**src/hdl/dcc_consts.svh**
```systemverilog
// Register indices, field positions and reset values of the comparator control block
`ifndef DCC_CONSTS_SVH
`define DCC_CONSTS_SVH

// ****************************************************************
// Register indices (byte address is four times the index)
// ****************************************************************
`define DCC_IDX_CTRL_B    8'h9a
`define DCC_IDX_CTRL_A    8'h9b
`define DCC_IDX_MODE_B    8'h9c
`define DCC_IDX_MODE_A    8'h9d
`define DCC_IDX_MUX_B     8'h9e
`define DCC_IDX_MUX_A     8'h9f
`define DCC_IDX_IRQ_STAT  8'ha0
`define DCC_IDX_IRQ_MASK  8'ha1

// ****************************************************************
// Field positions
// ****************************************************************
`define DCC_CTRL_EN_BIT   7
`define DCC_CTRL_OUT_BIT  6
`define DCC_CTRL_RIF_BIT  5
`define DCC_CTRL_FIF_BIT  4
`define DCC_CTRL_HYP_LSB  2
`define DCC_CTRL_HYN_LSB  0
`define DCC_MODE_RIE_BIT  5
`define DCC_MODE_FIE_BIT  4
`define DCC_MODE_MD_LSB   0
`define DCC_MUX_NEG_LSB   4
`define DCC_MUX_POS_LSB   0
`define DCC_IRQ_RISE_A    0
`define DCC_IRQ_FALL_A    1
`define DCC_IRQ_RISE_B    2
`define DCC_IRQ_FALL_B    3

// ****************************************************************
// Reset values
// ****************************************************************
`define DCC_CTRL_RST      8'h00
`define DCC_MODE_RST      8'h02
`define DCC_MUX_RST       8'hff
`define DCC_IRQ_RST       4'h0

`endif

```
**src/hdl/dcc_pkg.sv**
```systemverilog
// Types shared by the comparator control block
package dcc_pkg;

    // Hysteresis amount code driven to the analog core
    typedef enum logic [1:0]
    {
        DCC_HYST_OFF  = 2'h0,
        DCC_HYST_5MV  = 2'h1,
        DCC_HYST_10MV = 2'h2,
        DCC_HYST_20MV = 2'h3
    } dcc_hyst_type;

    // Response time against power trade-off
    typedef enum logic [1:0]
    {
        DCC_RESP_FAST = 2'h0,
        DCC_RESP_MID1 = 2'h1,
        DCC_RESP_MID2 = 2'h2,
        DCC_RESP_LOW  = 2'h3
    } dcc_resp_type;

    // Input pin select code; codes 11xx are reserved
    typedef logic [3:0] dcc_pin_sel_type;

    // Stored control fields of one channel
    typedef struct packed
    {
        logic         on;
        logic         rise_seen;
        logic         fall_seen;
        dcc_hyst_type pos_hyst;
        dcc_hyst_type neg_hyst;
    } dcc_ctrl_type;

    // Stored mode fields of one channel
    typedef struct packed
    {
        logic         rise_irq_on;
        logic         fall_irq_on;
        dcc_resp_type mode;
    } dcc_mode_type;

endpackage

```
**src/hdl/dcc_chan_if.sv**
```systemverilog
// Signals between the register core and one comparator channel
`timescale 1ns/1ps

interface dcc_chan_if;
    logic chan_on;
    logic cmp_in;
    logic raw_out;
    logic latched;
    logic rise_evt;
    logic fall_evt;
    logic wake;

    modport ctl
    (
        output chan_on,
        output cmp_in,
        input  raw_out,
        input  latched,
        input  rise_evt,
        input  fall_evt,
        input  wake
    );

    modport chan
    (
        input  chan_on,
        input  cmp_in,
        output raw_out,
        output latched,
        output rise_evt,
        output fall_evt,
        output wake
    );
endinterface

```
**src/hdl/dcc_top.sv**
```systemverilog
// Register core and APB slave of the dual comparator control block
// Function
// - Two identical channels; only channel a drives a reset source path
// - Each channel gives a clocked latched output and a raw unclocked output
// - A disabled channel holds its pin-bound outputs low
// - Rising and falling edges set sticky flags kept until software writes zero
// - Edge requests raised when a rise or fall flag is set together with its enable, rise enable bit 5 or fall enable bit 4
// - Control bit 6 reads the current comparator result, read only
// - Control bit 7 turns the channel on or off, reset 0
// - Enabled channel with low output requests oscillator wake-up
// - Control bits 3..2 carry positive hysteresis code to the analog core
// - Control bits 1..0 carry negative hysteresis code to the analog core
// - Mode bits 1..0 select response mode, register resets to 0x02
// - Mux bits 7..4 select negative input pin, reset all ones
// - Mux bits 3..0 select positive input pin, codes 11xx reserved
// - Mode bit 7 and unused mode bits read zero and ignore writes
// - Channel b mode register at index 0x9c, same layout as channel a
// - Channel b control register at index 0x9a, same layout and reset
//
// Implementation choice: the APB interface to the registers.
`timescale 1ns/1ps
`include "dcc_consts.svh"

module dcc_top
(
    input  wire logic                      pclk,
    input  wire logic                      presetn,
    input  wire logic                      psel,
    input  wire logic                      penable,
    input  wire logic                      pwrite,
    input  wire logic [11:0]               paddr,
    input  wire logic [31:0]               pwdata,
    input  wire logic [3:0]                pstrb,
    output logic      [31:0]               prdata,
    output logic                           pready,
    output logic                           pslverr,
    input  wire logic                      cmp_result_a,
    input  wire logic                      cmp_result_b,
    output logic                           chan_on,
    output logic                           chan_b_on,
    output logic                           raw_out_a,
    output logic                           raw_out_b,
    output logic                           latched_out_a,
    output logic                           latched_out_b,
    output logic                           reset_src_a,
    output dcc_pkg::dcc_hyst_type          pos_hyst_code,
    output dcc_pkg::dcc_hyst_type          neg_hyst_code,
    output dcc_pkg::dcc_hyst_type          pos_hyst_code_b,
    output dcc_pkg::dcc_hyst_type          neg_hyst_code_b,
    output dcc_pkg::dcc_resp_type          response_mode_sel,
    output dcc_pkg::dcc_resp_type          response_mode_sel_b,
    output dcc_pkg::dcc_pin_sel_type       pos_pin_sel_a,
    output dcc_pkg::dcc_pin_sel_type       neg_pin_sel_a,
    output dcc_pkg::dcc_pin_sel_type       pos_pin_sel_b,
    output dcc_pkg::dcc_pin_sel_type       neg_pin_sel_b,
    output logic                           edge_irq_a,
    output logic                           edge_irq_b,
    output logic                           wake_req,
    output logic                           irq
);
    import dcc_pkg::*;

    // ****************************************************************
    // Declarations
    // ****************************************************************
    dcc_ctrl_type ctrl_reg   [2];
    dcc_ctrl_type ctrl_next  [2];
    dcc_mode_type mode_reg   [2];
    dcc_mode_type mode_next  [2];
    logic [7:0]   mux_reg    [2];
    logic [7:0]   mux_next   [2];
    logic [3:0]   stat_reg;
    logic [3:0]   stat_next;
    logic [3:0]   mask_reg;
    logic [3:0]   mask_next;
    logic [31:0]  rdata_reg;
    logic [31:0]  rdata_next;

    logic [9:0]   widx;
    logic         setup_ph;
    logic         access_ph;
    logic         wr_en;
    logic         hit_ctrl   [2];
    logic         hit_mode   [2];
    logic         hit_mux    [2];
    logic         hit_stat;
    logic         hit_mask;
    logic         mapped;
    logic         rise_evt   [2];
    logic         fall_evt   [2];
    logic         latched    [2];
    logic [3:0]   stat_evt;
    logic [7:0]   wbyte;

    dcc_chan_if   chan_a_if ();
    dcc_chan_if   chan_b_if ();

    // ****************************************************************
    // APB decode
    // ****************************************************************

    // Word index of the access; registers sit on aligned words
    assign widx      = paddr[11:2];
    assign setup_ph  = psel & ~penable;
    assign access_ph = psel & penable;
    assign wbyte     = pwdata[7:0];

    // Register hits, channel a at slot 0 and channel b at slot 1
    always_comb
    begin
        hit_ctrl[0] = (widx == 10'(`DCC_IDX_CTRL_A));
        hit_ctrl[1] = (widx == 10'(`DCC_IDX_CTRL_B));
        hit_mode[0] = (widx == 10'(`DCC_IDX_MODE_A));
        hit_mode[1] = (widx == 10'(`DCC_IDX_MODE_B));
        hit_mux[0]  = (widx == 10'(`DCC_IDX_MUX_A));
        hit_mux[1]  = (widx == 10'(`DCC_IDX_MUX_B));
        hit_stat    = (widx == 10'(`DCC_IDX_IRQ_STAT));
        hit_mask    = (widx == 10'(`DCC_IDX_IRQ_MASK));
        mapped      = hit_ctrl[0] | hit_ctrl[1] | hit_mode[0] | hit_mode[1]
                    | hit_mux[0] | hit_mux[1] | hit_stat | hit_mask;
    end

    // Zero wait states; the low byte lane carries all register data
    assign pready  = access_ph;
    assign pslverr = access_ph & ~mapped;
    assign wr_en   = access_ph & pwrite & pstrb[0] & mapped;

    // ****************************************************************
    // Channels
    // ****************************************************************

    // Channel a
    assign chan_a_if.chan_on = ctrl_reg[0].on;
    assign chan_a_if.cmp_in  = cmp_result_a;

    dcc_chan u_chan_a
    (
        .pclk    (pclk),
        .presetn (presetn),
        .ch      (chan_a_if)
    );

    // Channel b, identical control behaviour
    assign chan_b_if.chan_on = ctrl_reg[1].on;
    assign chan_b_if.cmp_in  = cmp_result_b;

    dcc_chan u_chan_b
    (
        .pclk    (pclk),
        .presetn (presetn),
        .ch      (chan_b_if)
    );

    // Channel events gathered into arrays for the register loop
    always_comb
    begin
        rise_evt[0] = chan_a_if.rise_evt;
        fall_evt[0] = chan_a_if.fall_evt;
        latched[0]  = chan_a_if.latched;
        rise_evt[1] = chan_b_if.rise_evt;
        fall_evt[1] = chan_b_if.fall_evt;
        latched[1]  = chan_b_if.latched;
    end

    // ****************************************************************
    // Channel registers
    // ****************************************************************

    // Software writes first, then hardware sets so an edge is never lost
    always_comb
    begin
        for (int i = 0; i < 2; i++)
        begin
            ctrl_next[i] = ctrl_reg[i];
            mode_next[i] = mode_reg[i];
            mux_next[i]  = mux_reg[i];
            if (wr_en && hit_ctrl[i])
            begin
                ctrl_next[i].on        = wbyte[`DCC_CTRL_EN_BIT];
                ctrl_next[i].rise_seen = wbyte[`DCC_CTRL_RIF_BIT];
                ctrl_next[i].fall_seen = wbyte[`DCC_CTRL_FIF_BIT];
                ctrl_next[i].pos_hyst  =
                    dcc_hyst_type'(wbyte[`DCC_CTRL_HYP_LSB +: 2]);
                ctrl_next[i].neg_hyst  =
                    dcc_hyst_type'(wbyte[`DCC_CTRL_HYN_LSB +: 2]);
            end
            if (wr_en && hit_mode[i])
            begin
                mode_next[i].rise_irq_on = wbyte[`DCC_MODE_RIE_BIT];
                mode_next[i].fall_irq_on = wbyte[`DCC_MODE_FIE_BIT];
                mode_next[i].mode        =
                    dcc_resp_type'(wbyte[`DCC_MODE_MD_LSB +: 2]);
            end
            if (wr_en && hit_mux[i])
            begin
                mux_next[i] = wbyte;
            end
            if (rise_evt[i])
            begin
                ctrl_next[i].rise_seen = 1'b1;
            end
            if (fall_evt[i])
            begin
                ctrl_next[i].fall_seen = 1'b1;
            end
        end
    end

    // Register the channel state
    always_ff @(posedge pclk or negedge presetn)
    begin
        if (!presetn)
        begin
            for (int i = 0; i < 2; i++)
            begin
                ctrl_reg[i] <= dcc_ctrl_type'({1'b0, 1'b0, 1'b0, 4'h0});
                mode_reg[i] <= dcc_mode_type'({1'b0, 1'b0,
                                               2'(`DCC_MODE_RST)});
                mux_reg[i]  <= `DCC_MUX_RST;
            end
        end
        else
        begin
            for (int i = 0; i < 2; i++)
            begin
                ctrl_reg[i] <= ctrl_next[i];
                mode_reg[i] <= mode_next[i];
                mux_reg[i]  <= mux_next[i];
            end
        end
    end

    // ****************************************************************
    // Interrupt status and mask
    // ****************************************************************

    // An edge counts as an interrupt event only when its enable is set
    always_comb
    begin
        stat_evt                  = 4'h0;
        stat_evt[`DCC_IRQ_RISE_A] = rise_evt[0] & mode_reg[0].rise_irq_on;
        stat_evt[`DCC_IRQ_FALL_A] = fall_evt[0] & mode_reg[0].fall_irq_on;
        stat_evt[`DCC_IRQ_RISE_B] = rise_evt[1] & mode_reg[1].rise_irq_on;
        stat_evt[`DCC_IRQ_FALL_B] = fall_evt[1] & mode_reg[1].fall_irq_on;
    end

    // Write one to clear; a new event in the same cycle wins
    always_comb
    begin
        stat_next = stat_reg;
        mask_next = mask_reg;
        if (wr_en && hit_stat)
        begin
            stat_next = stat_reg & ~wbyte[3:0];
        end
        if (wr_en && hit_mask)
        begin
            mask_next = wbyte[3:0];
        end
        stat_next = stat_next | stat_evt;
    end

    // Register status and mask
    always_ff @(posedge pclk or negedge presetn)
    begin
        if (!presetn)
        begin
            stat_reg <= `DCC_IRQ_RST;
            mask_reg <= `DCC_IRQ_RST;
        end
        else
        begin
            stat_reg <= stat_next;
            mask_reg <= mask_next;
        end
    end

    // Level interrupt while any unmasked status bit is set
    assign irq = |(stat_reg & mask_reg);

    // ****************************************************************
    // Read data
    // ****************************************************************

    // Read word captured in the setup cycle, so prdata comes from a flop
    always_comb
    begin
        rdata_next = rdata_reg;
        if (setup_ph)
        begin
            rdata_next = 32'h0;
            for (int i = 0; i < 2; i++)
            begin
                if (hit_ctrl[i])
                begin
                    rdata_next[`DCC_CTRL_EN_BIT]          = ctrl_reg[i].on;
                    rdata_next[`DCC_CTRL_OUT_BIT]         = latched[i];
                    rdata_next[`DCC_CTRL_RIF_BIT]         = ctrl_reg[i].rise_seen;
                    rdata_next[`DCC_CTRL_FIF_BIT]         = ctrl_reg[i].fall_seen;
                    rdata_next[`DCC_CTRL_HYP_LSB +: 2]    = ctrl_reg[i].pos_hyst;
                    rdata_next[`DCC_CTRL_HYN_LSB +: 2]    = ctrl_reg[i].neg_hyst;
                end
                if (hit_mode[i])
                begin
                    // Bits 7, 6, 3 and 2 stay zero
                    rdata_next[`DCC_MODE_RIE_BIT]         = mode_reg[i].rise_irq_on;
                    rdata_next[`DCC_MODE_FIE_BIT]         = mode_reg[i].fall_irq_on;
                    rdata_next[`DCC_MODE_MD_LSB +: 2]     = mode_reg[i].mode;
                end
                if (hit_mux[i])
                begin
                    rdata_next[7:0] = mux_reg[i];
                end
            end
            if (hit_stat)
            begin
                rdata_next[3:0] = stat_reg;
            end
            if (hit_mask)
            begin
                rdata_next[3:0] = mask_reg;
            end
        end
    end

    // Register read data
    always_ff @(posedge pclk or negedge presetn)
    begin
        if (!presetn)
        begin
            rdata_reg <= 32'h0;
        end
        else
        begin
            rdata_reg <= rdata_next;
        end
    end

    assign prdata = rdata_reg;

    // ****************************************************************
    // Outputs to the analog core, crossbar and system
    // ****************************************************************

    // Enables and pin-bound outputs
    assign chan_on         = ctrl_reg[0].on;
    assign chan_b_on       = ctrl_reg[1].on;
    assign raw_out_a       = chan_a_if.raw_out;
    assign raw_out_b       = chan_b_if.raw_out;
    assign latched_out_a   = chan_a_if.latched;
    assign latched_out_b   = chan_b_if.latched;

    // Reset source path exists for channel a only
    assign reset_src_a     = chan_a_if.latched;

    // Hysteresis codes straight from the control registers
    assign pos_hyst_code   = ctrl_reg[0].pos_hyst;
    assign neg_hyst_code   = ctrl_reg[0].neg_hyst;
    assign pos_hyst_code_b = ctrl_reg[1].pos_hyst;
    assign neg_hyst_code_b = ctrl_reg[1].neg_hyst;

    // Response mode per channel
    assign response_mode_sel   = mode_reg[0].mode;
    assign response_mode_sel_b = mode_reg[1].mode;

    // Input multiplexer selects; reserved codes pass through unchanged
    assign neg_pin_sel_a = mux_reg[0][`DCC_MUX_NEG_LSB +: 4];
    assign pos_pin_sel_a = mux_reg[0][`DCC_MUX_POS_LSB +: 4];
    assign neg_pin_sel_b = mux_reg[1][`DCC_MUX_NEG_LSB +: 4];
    assign pos_pin_sel_b = mux_reg[1][`DCC_MUX_POS_LSB +: 4];

    // Per-channel edge requests from flags and their enables
    assign edge_irq_a = (ctrl_reg[0].rise_seen & mode_reg[0].rise_irq_on)
                      | (ctrl_reg[0].fall_seen & mode_reg[0].fall_irq_on);
    assign edge_irq_b = (ctrl_reg[1].rise_seen & mode_reg[1].rise_irq_on)
                      | (ctrl_reg[1].fall_seen & mode_reg[1].fall_irq_on);

    // Oscillator wake, works without the clock
    assign wake_req = chan_a_if.wake | chan_b_if.wake;
endmodule

```
**src/hdl/dcc_chan.sv**
```systemverilog
// One comparator channel: synchroniser, edge detect, gated outputs and wake request
`timescale 1ns/1ps

module dcc_chan
(
    input wire logic pclk,
    input wire logic presetn,
    dcc_chan_if.chan ch
);
    import dcc_pkg::*;

    logic s1_reg;
    logic s2_reg;
    logic prev_reg;
    logic s1_next;
    logic s2_next;
    logic prev_next;

    // Two-stage synchroniser plus one sample of history
    always_comb
    begin
        s1_next   = ch.cmp_in & ch.chan_on;
        s2_next   = s1_reg;
        prev_next = s2_reg;
    end

    always_ff @(posedge pclk or negedge presetn)
    begin
        if (!presetn)
        begin
            s1_reg   <= 1'b0;
            s2_reg   <= 1'b0;
            prev_reg <= 1'b0;
        end
        else
        begin
            s1_reg   <= s1_next;
            s2_reg   <= s2_next;
            prev_reg <= prev_next;
        end
    end

    // Edges from consecutive synchronised samples, only while on
    assign ch.rise_evt = ch.chan_on & s2_reg & ~prev_reg;
    assign ch.fall_evt = ch.chan_on & ~s2_reg & prev_reg;

    // Latched output is the synchronised value, low while off
    assign ch.latched  = ch.chan_on & s2_reg;

    // Raw path needs no clock, so it keeps working in stop states
    assign ch.raw_out  = ch.chan_on & ch.cmp_in;

    // Wake the oscillator while on and the result is low
    assign ch.wake     = ch.chan_on & ~ch.cmp_in;
endmodule

```
**config.mk**
```make
export PLATFORM = sky130hd
export DESIGN_NAME = dcc_top
export DESIGN_NICKNAME = d
export VERILOG_FILES = /design/src/hdl/dcc_pkg.sv /design/src/hdl/dcc_chan_if.sv /design/src/hdl/dcc_top.sv /design/src/hdl/dcc_chan.sv
export VERILOG_INCLUDE_DIRS = /design/src /design/src/hdl
export SDC_FILE = /design/constraint.sdc
export NUM_CORES = 1
export LEC_CHECK = 0
export BUFFER_PORTS_ARGS = -buffer_cell sky130_fd_sc_hd__buf_2
export CORE_ASPECT_RATIO = 0.7
export CORE_MARGIN = 4
export CORE_UTILIZATION = 53
export CTS_CLUSTER_DIAMETER = 80
export DETAILED_ROUTE_END_ITERATION = 12
export PLACE_DENSITY = 0.86
export REMOVE_ABC_BUFFERS = 1
export SYNTH_ARGS = -nofsm -noshare
export SYNTH_HDL_FRONTEND = slang
export SYNTH_SLANG_ARGS = --single-unit
export TNS_END_PERCENT = 5
```
**constraint.sdc**
```tcl
create_clock -name pclk -period 2.35 [get_ports pclk]
set_input_delay 0.3525 -clock pclk [delete_from_list [all_inputs] [get_ports pclk]]
set_output_delay 0.3525 -clock pclk [all_outputs]
set_load 0.05 [all_outputs]
```
==> out/metrics.cfg, run 1 <==
[critical_path]
end_kind=output pin
worstPathRequired_ns=2.00
arrival_ns=1.57
crit_path_start_kind=primary input
critPathKind=in -> out
slowest_stage=nor4b_1
crit_fanout=13
cp_common_cell=buf_2
cp_slowest_stage_delay_ns=0.50
crit_chain=buf_2, nor4b_1, nand2_1, o21ai_0, a21boi_0, buf_2
critical_path.top_delay_family=simple AND/OR/NAND/NOR gates
crit_buf_inv=2

[floorplanning]
io_pins=128
die_x_um=102.8
coreArea_um2=5899
design.die.area_um2=7642
rows=23
fp.dieH_um=74.35
start_util=0.5650

[routing]
wl_per_cell_um=19.05
final_antenna_net_count=0
wirelength_um=8592
first_iter_violations=337
firstDrtPassIters=6
post_drt_via_cell_ratio=5.865
drcViolationCount=0
vias=2645

[place]
dpl_cell_area_um2=3669
dp_hpwl_um=6656
portBuffers=74
gp_congestion=0.9882

[synth]
ys_types=54
ys_ff_latch=60
netlist_area_um2=3333
yosysSeqAreaShare=0.4572
synth_flop_cell=dfrtp_1
synthCells=299
synth-async-reset-ratio=1.000
avgSynthCellArea_um2=11.15
synth_edf_count=0
yosysWarnings=0

[power]
pwr-share-seq=0.504
leakagePower_nw=1.960
p_sw_frac=0.2897
switchingPower_uw=599.8
pwr-share-comb=0.126
vdd_ir_drop_max_uv=382.9
clkPwrFrac=0.369
total_power_mw=2.071
powerDensity_nw_per_um2=540.6
intPower_mw=1.471

[layout]
fillers=470
design_area_um2=3830
largest_reg_flops=8
syn2layout_area_growth_pct=14.90
most-common-layout-cells=buf_2 (74), dfrtp_1 (42), mux2_2 (33)
drive_gt1_frac=0.4309
final_nets=426
final_common_cell=buf_2
diodes=0

[cts]
cts_resized=0
clock_path_buffers=2
cts-root-buf=clkbuf_8
clock_sinks=60
cts_buffers=9
cts_setup_buffers=0
path_clk_slew_ns=0.06
cts_tree=done
ctsHoldBuffers=0
insertion_delay_ns=0.34
htreeDepth=3

[timing]
rsz0062_at_grt=no
slew_headroom=0.5050
tightest_slew_ns=0.7410
hold_violations=0
setup_viol=0
fmax_mhz=519.0
setup_tns_ns=0
clock_skew_ns=0.008352
holdWs_ns=0.03764
slew_viol_final=0
finalCriticalPeriod_ns=1.927
period_share=0.8200

[grt]
grt_max_degree=33
grt_pass1_wl_um=12990
overflow=0
grt_pass1_vias=2462
antenna_found_initial=0
gr-usage-all-layers=0.2307

[job]
maxCapViolations=0

[hold_path]
hold_path.class=in -> async

[run_status]
outcome=completed

[power by group through the flow]
stage / Combinational (mW) / Sequential (mW) / Clock (mW)
finish: 0.261 / 1.04 / 0.765
detailed placement: 0.257 / 1.06 / 0
global placement: 0.254 / 1.06 / 0
CTS: 0.258 / 1.04 / 0.783
global route: 0.277 / 1.04 / 0.848
floorplan: 0.135 / 1.08 / 0
[area by class of cell]
type | instances | area (µm²) | area share
clock buffers | 11 | 131.4 | 0.03430
clock inverters | 5 | 30.03 | 0.007841
inverters | 9 | 33.78 | 0.008821
multi-input cells | 205 | 1531 | 0.3999
flip-flops and latches | 60 | 1524 | 0.3979
well taps | 75 | 93.84 | 0.02450
repair buffers | 86 | 485.5 | 0.1268
[kinds of logic (layout without fill, tap and decap cells)]
group | after synthesis | count (layout) | share of synthesized area
simple gates | 93 | 93 | 0.1753
flops | 60 | 60 | 0.4572
buf+inv | 57 | 111 | 0.1092
mux | 47 | 47 | 0.1667
compound gates | 41 | 41 | 0.09047
other cells | 1 | 24 | 0.001125
[stage by stage]
stage                     setup slack [ns]  cells    util
after floorplan                  0.0005138    274       -
after global placement              0.3287    435  0.6218
after detailed placement            0.2773    435  0.6218
after CTS                           0.4618    451  0.6492
after global routing                0.2943    451  0.6492
final                               0.4231    451  0.6492
[synthesized netlist by cell type (4+ instances only)]
master    instances  share of area
o21ai_0           5         0.0075
nand4_1           5         0.0094
and2_1            6          0.011
mux2i_1           6          0.018
nor2b_1           5         0.0094
clkbuf_1          8         0.0090
buf_4            38          0.086
nor2_1           13          0.015
nand2_1          14          0.016
nand3_1           7          0.011
nor4_1            4         0.0075
a22o_1            9          0.024
nand2b_1          7          0.013
a21oi_1           7          0.011
inv_1             9          0.010
nor3_1            8          0.012
dfrtp_1          42           0.32
mux2_1            5          0.017
dfstp_2          18           0.14
mux2_2           33           0.11
a211o_1           5          0.013
[final timing paths]
path                            cells after the start            endpoint              from  slack [ns]
worst max-delay path                                6             pslverr          paddr[4]        0.42
worst min register to register                      0  u_chan_b.prev_next   u_chan_b.s1_reg        0.35
max in group asynchronous                           2    neg_pin_sel_b[3]           presetn        1.65
worst max register to register                      3           prdata[2]  pos_hyst_code[0]        0.87
min in group pclk                                   2    neg_pin_sel_a[2]         pwdata[6]        0.27
worst min-delay path                                1           prdata[3]           presetn        0.04
[routing by layer]
layer,track usage,vias up,share of wire
met4,0.04310,0,0.0078
met5,0,-,0
li1,-,1175,-
met2,0.3269,190,0.42
met1,0.3323,1270,0.44
met3,0.1022,10,0.13
[worst register-to-register path: cells and delay by family (launching register included)]
family / cells / cell delay, ns
flip-flops: 1 / 0.38
AO/OA/AOI/OAI: 2 / 0.51
multiplexers: 1 / 0.48
(Power assumes the default switching activity.)
==> run 2: changes to the inputs <==
- CORE_UTILIZATION: 53 -> 45
- PLACE_DENSITY: 0.86 -> 0.77
- clock period: 2.35 -> 1.7 ns (I/O delays scaled with it)
==> run 2 against run 1 <==
  * Register-to-register slack worse by 0.66 ns
  * Critical path depth is the same
  * Clock skew hardly changed
  * Utilization is 5.2 points lower
  * Hold slack gained 0.12 ns
  * Sequential share of layout area down 3.2 points
  * Setup slack worse by 0.37 ns
  * Flip-flop and latch count did not move
==> out/metrics.cfg, run 2 (synthesis gave the netlist of run 1 again) <==
[layout]
final_nets=463  ; was 426
multi_input_area_um2=1546  ; was 1531 µm²
finalNonFillerCells=507  ; was 451
fillers=603  ; was 470
design_area_um2=4167  ; was 3830 µm²
syn2layout_area_growth_pct=25.00  ; was 14.90%
diodes=0  ; unchanged
drive_gt1_frac=0.4867  ; was 0.4309
final_util=0.5973  ; was 0.6492
final_common_cell=buf_2  ; unchanged
most-common-layout-cells=buf_2 (73), buf_4 (47), dfrtp_1 (42)  ; was buf_2 (74), dfrtp_1 (42), mux2_2 (33)
largest_reg_flops=8  ; unchanged
regArea_um2=1524  ; unchanged

[power]
powerDensity_nw_per_um2=718.9  ; was 540.6 nW/µm²
vdd_ir_drop_max_uv=513.9  ; was 382.9 µV
leakagePower_nw=2.157  ; was 1.960 nW
total_power_mw=2.995  ; was 2.071 mW

[cts]
cts-root-buf=clkbuf_8  ; unchanged
cts_tree=done  ; unchanged
insertion_delay_ns=0.34  ; about the same
cts_setup_buffers=0  ; unchanged
path_clk_slew_ns=0.07  ; was 0.06 ns
clock_path_buffers=2  ; unchanged
htreeDepth=3  ; unchanged
clock_sinks=60  ; unchanged
cts_buffers=9  ; unchanged

[critical_path]
cp_slowest_stage_delay_ns=0.31  ; was 0.50 ns
reg2reg_depth=3  ; unchanged
arrival_ns=1.39  ; was 1.57 ns
critPathKind=in -> out  ; unchanged
slowest_stage=nand4bb_1  ; was nor4b_1
r2r_end=prdata[2]  ; unchanged
crit_chain=buf_2, nand4bb_1, buf_4, o21ai_0, a21boi_1, buf_4  ; was buf_2, nor4b_1, nand2_1, o21ai_0, a21boi_0, buf_2
crit_buf_inv=3  ; was 2
critical_path.top_delay_family=buffers and inverters  ; was simple AND/OR/NAND/NOR gates
r2r_start=pos_hyst_code[0]  ; unchanged
crit_path_start_kind=primary input  ; unchanged
end_kind=output pin  ; unchanged
reg2reg_setup_slack_ns=0.21  ; was 0.87 ns
worstPathRequired_ns=1.44  ; was 2.00 ns
crit_fanout=4  ; was 13
cp_common_cell=buf_4  ; was buf_2

[timing]
rsz0062_at_grt=no  ; unchanged
setup_tns_ns=0  ; unchanged
period_share=0.9674
clock_skew_ns=0.008550  ; was 0.008352 ns
holdWs_ns=0.1601  ; was 0.03764 ns
fin_ws_ns=0.05536  ; was 0.4231 ns
finalCriticalPeriod_ns=1.645
setup_viol=0  ; unchanged
hold_violations=0  ; unchanged
slew_viol_final=0  ; unchanged
fmax_mhz=608.0

[place]
dpl_cell_area_um2=3963  ; was 3669 µm²
dp_hpwl_um=7275  ; was 6656 µm
gp_congestion=0.9486  ; was 0.9882
dp_cells=490  ; was 435
preCtsSetupSlack_ns=-0.1565  ; was 0.2773 ns
portBuffers=74  ; unchanged

[floorplanning]
design.die.area_um2=8870  ; was 7642 µm²
die_x_um=110.9  ; was 102.8 µm
fp.dieH_um=80.01  ; was 74.35 µm
rows=25  ; was 23
coreArea_um2=6975  ; was 5899 µm²
start_util=0.4778  ; was 0.5650
io_pins=128  ; unchanged

[grt]
overflow=0  ; unchanged
antenna_found_initial=0  ; unchanged
gr-usage-all-layers=0.2156  ; was 0.2307
grt_pass1_wl_um=14630  ; was 12990 µm
grt_max_degree=28  ; was 33
grt_pass1_vias=2698  ; was 2462

[routing]
wl_per_cell_um=18.21  ; was 19.05 µm
vias=2733  ; was 2645
wirelength_um=9233  ; was 8592 µm
first_iter_violations=199  ; was 337
firstDrtPassIters=4  ; was 6
final_antenna_net_count=0  ; unchanged
drcViolationCount=0  ; unchanged
post_drt_via_cell_ratio=5.391  ; was 5.865

[hold_path]
hold_path_depth=2
hold_path.class=in -> reg  ; was in -> async
hold_start=cmp_result_a
hold_end=u_chan_a.s1_reg

[job]
maxCapViolations=0  ; unchanged

[run_status]
outcome=completed  ; unchanged

-- run 2: repair_timing --
item	4_1_cts	5_1_grt
hold endpoints to repair	5	0
setup endpoints to repair	1	1
gates resized for setup	1	4
hold buffers	1	0
pin swaps	0	1
-- run 2: worst max-delay path by stage --
stage | from | end | slack (ns) | depth (start not counted)
6_report | paddr[8] | pslverr | 0.06 | 6
5_1_grt | chan_b_on | wake_req | 0.0005 | 4
4_1_cts | paddr[4] | pslverr | 0.01 | 7
3_5_place_dp | paddr[8] | pos_pin_sel_b[2] | -0.16 | 6
3_3_place_gp | paddr[8] | pos_pin_sel_b[2] | -0.16 | 6
2_1_floorplan | penable | pslverr | -0.45 | 2
-- run 2: routing by layer --
| layer | vias up | wire length [µm] | GRT usage |
|---|---|---|---|
| li1 | 1259 | - | - |
| met1 | 1339 | 4422 | 0.3062 |
| met2 | 128 | 3878 | 0.3166 |
| met5 | - | 0 | 0 |
| met4 | 0 | 44 | 0.04182 |
| met3 | 7 | 887 | 0.07955 |
-- run 2: worst reg2reg max path: cells and delay by family (launching register included) --
kind,cells,cell delay (ns)
DFF,1,0.39
AOI/OAI and AO/OA,2,0.53
muxes,1,0.47
-- run 2: power breakdown --
group	total, mW	switching, mW	leakage [nW]	internal (mW)
logic	0.411	0.299	1.30	0.112
registers	1.44	0.00469	0.769	1.44
clock network	1.14	0.578	0.0885	0.564
total	3.00	0.882	2.16	2.11
-- run 2: area by class of cell --
class | instances | area share
Multi-Input combinational cell | 205 | 0.3712
Clock inverter | 6 | 0.009309
Inverter | 9 | 0.008108
Clock buffer | 10 | 0.03303
Tap cell | 94 | 0.02823
Timing Repair Buffer | 123 | 0.1844
Sequential cell | 60 | 0.3658
==> run 3: changes to the inputs <==
- BUFFER_PORTS_ARGS: -buffer_cell sky130_fd_sc_hd__buf_2 -> not set
- CORE_UTILIZATION: 45 -> 55
- DONT_BUFFER_PORTS: not set -> 1
- PLACE_DENSITY: 0.77 -> 0.73
==> run 3 against run 2 <==
  * Final area is 8.1% lower
  * Critical path type is now reg -> out
  * Clock-buffer cell count did not move
  * Largest cell class unchanged
  * Critical endpoint is now wake_req
  * Largest power group unchanged
  * Sequential power barely moved
  * Wire length fell by 8.3%
  * Combinational power down 37%
  * Utilization up 6.5 points
  * Via count decreased by 12%
  * Global-route usage up 2.3 points
==> out/metrics.cfg, run 3 (synthesis gave the netlist of run 1 again) <==
[run_status]
outcome=completed  ; unchanged

[critical_path]
critPathKind=reg -> out  ; was in -> out
crit_chain=buf_6, inv_1, o22ai_1, buf_4  ; was buf_2, nand4bb_1, buf_4, o21ai_0, a21boi_1, buf_4
crit_fanout=5  ; was 4
end_kind=output pin  ; unchanged
worstPathRequired_ns=1.44  ; about the same
reg2reg_setup_slack_ns=0.21  ; about the same
slowest_stage=dfrtp_1  ; was nand4bb_1
arrival_ns=1.38  ; was 1.39 ns
cp_slowest_stage_delay_ns=0.43  ; was 0.31 ns
crit_path_start_kind=flop  ; was primary input

[timing]
slew_headroom=0.6520
hold_violations=0  ; unchanged
clock_skew_ns=0.006047  ; was 0.008550 ns
fin_ws_ns=0.06082  ; was 0.05536 ns
period_share=0.9642  ; was 0.9674
tightest_slew_ns=0.5220
finalCriticalPeriod_ns=1.639  ; was 1.645 ns
setup_viol=0  ; unchanged
slew_viol_final=0  ; unchanged
fmax_mhz=610.1  ; was 608.0 MHz

[layout]
diodes=0  ; unchanged
final_common_cell=buf_4  ; was buf_2
largest_reg_flops=8  ; unchanged
most-common-layout-cells=buf_4 (43), dfrtp_1 (42), mux2_2 (33)  ; was buf_2 (73), buf_4 (47), dfrtp_1 (42)
drive_gt1_frac=0.3765  ; was 0.4867
final_nets=390  ; was 463
syn2layout_area_growth_pct=14.86  ; was 25.00%

[cts]
insertion_delay_ns=0.34  ; about the same
clock_sinks=60  ; unchanged
clock_path_buffers=2  ; unchanged
htreeDepth=3  ; unchanged
path_clk_slew_ns=0.07  ; about the same
cts_buffers=9  ; unchanged
cts_tree=done  ; unchanged
cts_setup_buffers=0  ; unchanged
cts-root-buf=clkbuf_8  ; unchanged

[place]
preCtsSetupSlack_ns=-0.03833  ; was -0.1565 ns
gp_congestion=0.9227  ; was 0.9486
portBuffers=0  ; was 74
dp_hpwl_um=6389  ; was 7275 µm

[floorplanning]
die_x_um=101.0  ; was 110.9 µm
start_util=0.5762  ; was 0.4778
fp.dieH_um=73.13  ; was 80.01 µm
design.die.area_um2=7389  ; was 8870 µm²
coreArea_um2=5784  ; was 6975 µm²
rows=23  ; was 25
io_pins=128  ; unchanged

[routing]
wirelength_um=8470  ; was 9233 µm
post_drt_via_cell_ratio=5.827  ; was 5.391
final_antenna_net_count=0  ; unchanged
firstDrtPassIters=4  ; unchanged
vias=2418  ; was 2733
wl_per_cell_um=20.41  ; was 18.21 µm
drcViolationCount=0  ; unchanged
first_iter_violations=302  ; was 199

[power]
leakagePower_nw=1.826  ; was 2.157 nW
powerDensity_nw_per_um2=785.9  ; was 718.9 nW/µm²
pwr-share-comb=0.086  ; was 0.137
p_sw_frac=0.2668  ; was 0.2944
clkPwrFrac=0.427  ; was 0.381
pwr-share-seq=0.486  ; was 0.481
total_power_mw=3.009  ; was 2.995 mW
intPower_mw=2.206  ; was 2.113 mW
vdd_ir_drop_max_uv=511.5  ; was 513.9 µV
switchingPower_uw=802.7  ; was 881.6 µW

[grt]
gr-usage-all-layers=0.2386  ; was 0.2156
overflow=0  ; unchanged
grt_max_degree=61  ; was 28
met1_usage=0.3207  ; was 0.3062
grt_pass1_vias=2425  ; was 2698
antenna_found_initial=0  ; unchanged
grt_use_met3=0.1146  ; was 0.07955
grt_pass1_wl_um=13140  ; was 14630 µm
met2_usage=0.3522  ; was 0.3166
globalRoute.busiestLayer=met2  ; unchanged

[hold_path]
hold_path.class=in -> reg  ; unchanged

[job]
maxCapViolations=0  ; unchanged

-- run 3: critical path: cells and delay by family (launching register included) --
family / cells / cell delay (ns)
AOI/OAI and AO/OA: 1 / 0.15
buffers and inverters: 3 / 0.46
DFF: 1 / 0.43
-- run 3: cell type report --
cell class / instances / area [µm²]
clock inverters: 6 / 63.81
multi-input cells: 205 / 1533
clock buffers: 10 / 137.6
fillers: 461 / 1956
flip-flops and latches: 60 / 1524
well taps: 75 / 93.84
inverters: 9 / 33.78
repair buffers: 50 / 442.9
-- run 3: worst paths after layout --
check | from | to | cells after the start
max | chan_on | wake_req | 4
min | pwdata[7] | neg_pin_sel_b[3] | 1
max reg2reg | pos_hyst_code[0] | prdata[2] | 3
min reg2reg | u_chan_b.s1_reg | u_chan_b.prev_next | 0
max in group asynchronous | presetn | pos_pin_sel_b[2] | 2
min in group asynchronous | presetn | prdata[4] | 2
-- run 3: stage by stage --
step           std cells  instance area [µm²]  hold WS [ns]  utilization  setup TNS (ns)
6_report             415                 3829       0.04828       0.6619               0
5_1_grt              415                 3829       0.04079       0.6619       -0.009630
4_1_cts              415                 3821       0.03225       0.6606               0
3_5_place_dp         397                 3581      -0.03906       0.6191         -0.4059
3_3_place_gp         397                 3581      -0.03865       0.6191         -0.4044
2_1_floorplan        274                 3089      -0.04059            -          -2.660
-- run 3: power groups by stage --
stage	registers, mW	logic (mW)	clock network (mW)
after floorplan	1.49	0.187	0
after global placement	1.49	0.218	0
after detailed placement	1.49	0.220	0
after CTS	1.46	0.259	1.31
after global routing	1.46	0.278	1.37
final	1.46	0.259	1.29
-- run 3: per-layer routing --
| layer | vias up | routed length [µm] |
|---|---|---|
| met5 | - | 0 |
| met4 | 0 | 49 |
| met3 | 7 | 1227 |
| met2 | 133 | 3671 |
| met1 | 1178 | 3521 |
| li1 | 1100 | - |
-- run 3: timing repair --
| action | 4_1_cts | 5_1_grt |
|---|---|---|
| gates resized for setup | 1 | 2 |
| endpoints found under the setup margin | 1 | 1 |
| pin swaps | 0 | 0 |
| hold endpoints to repair | 60 | 0 |
| hold buffers | 2 | 0 |
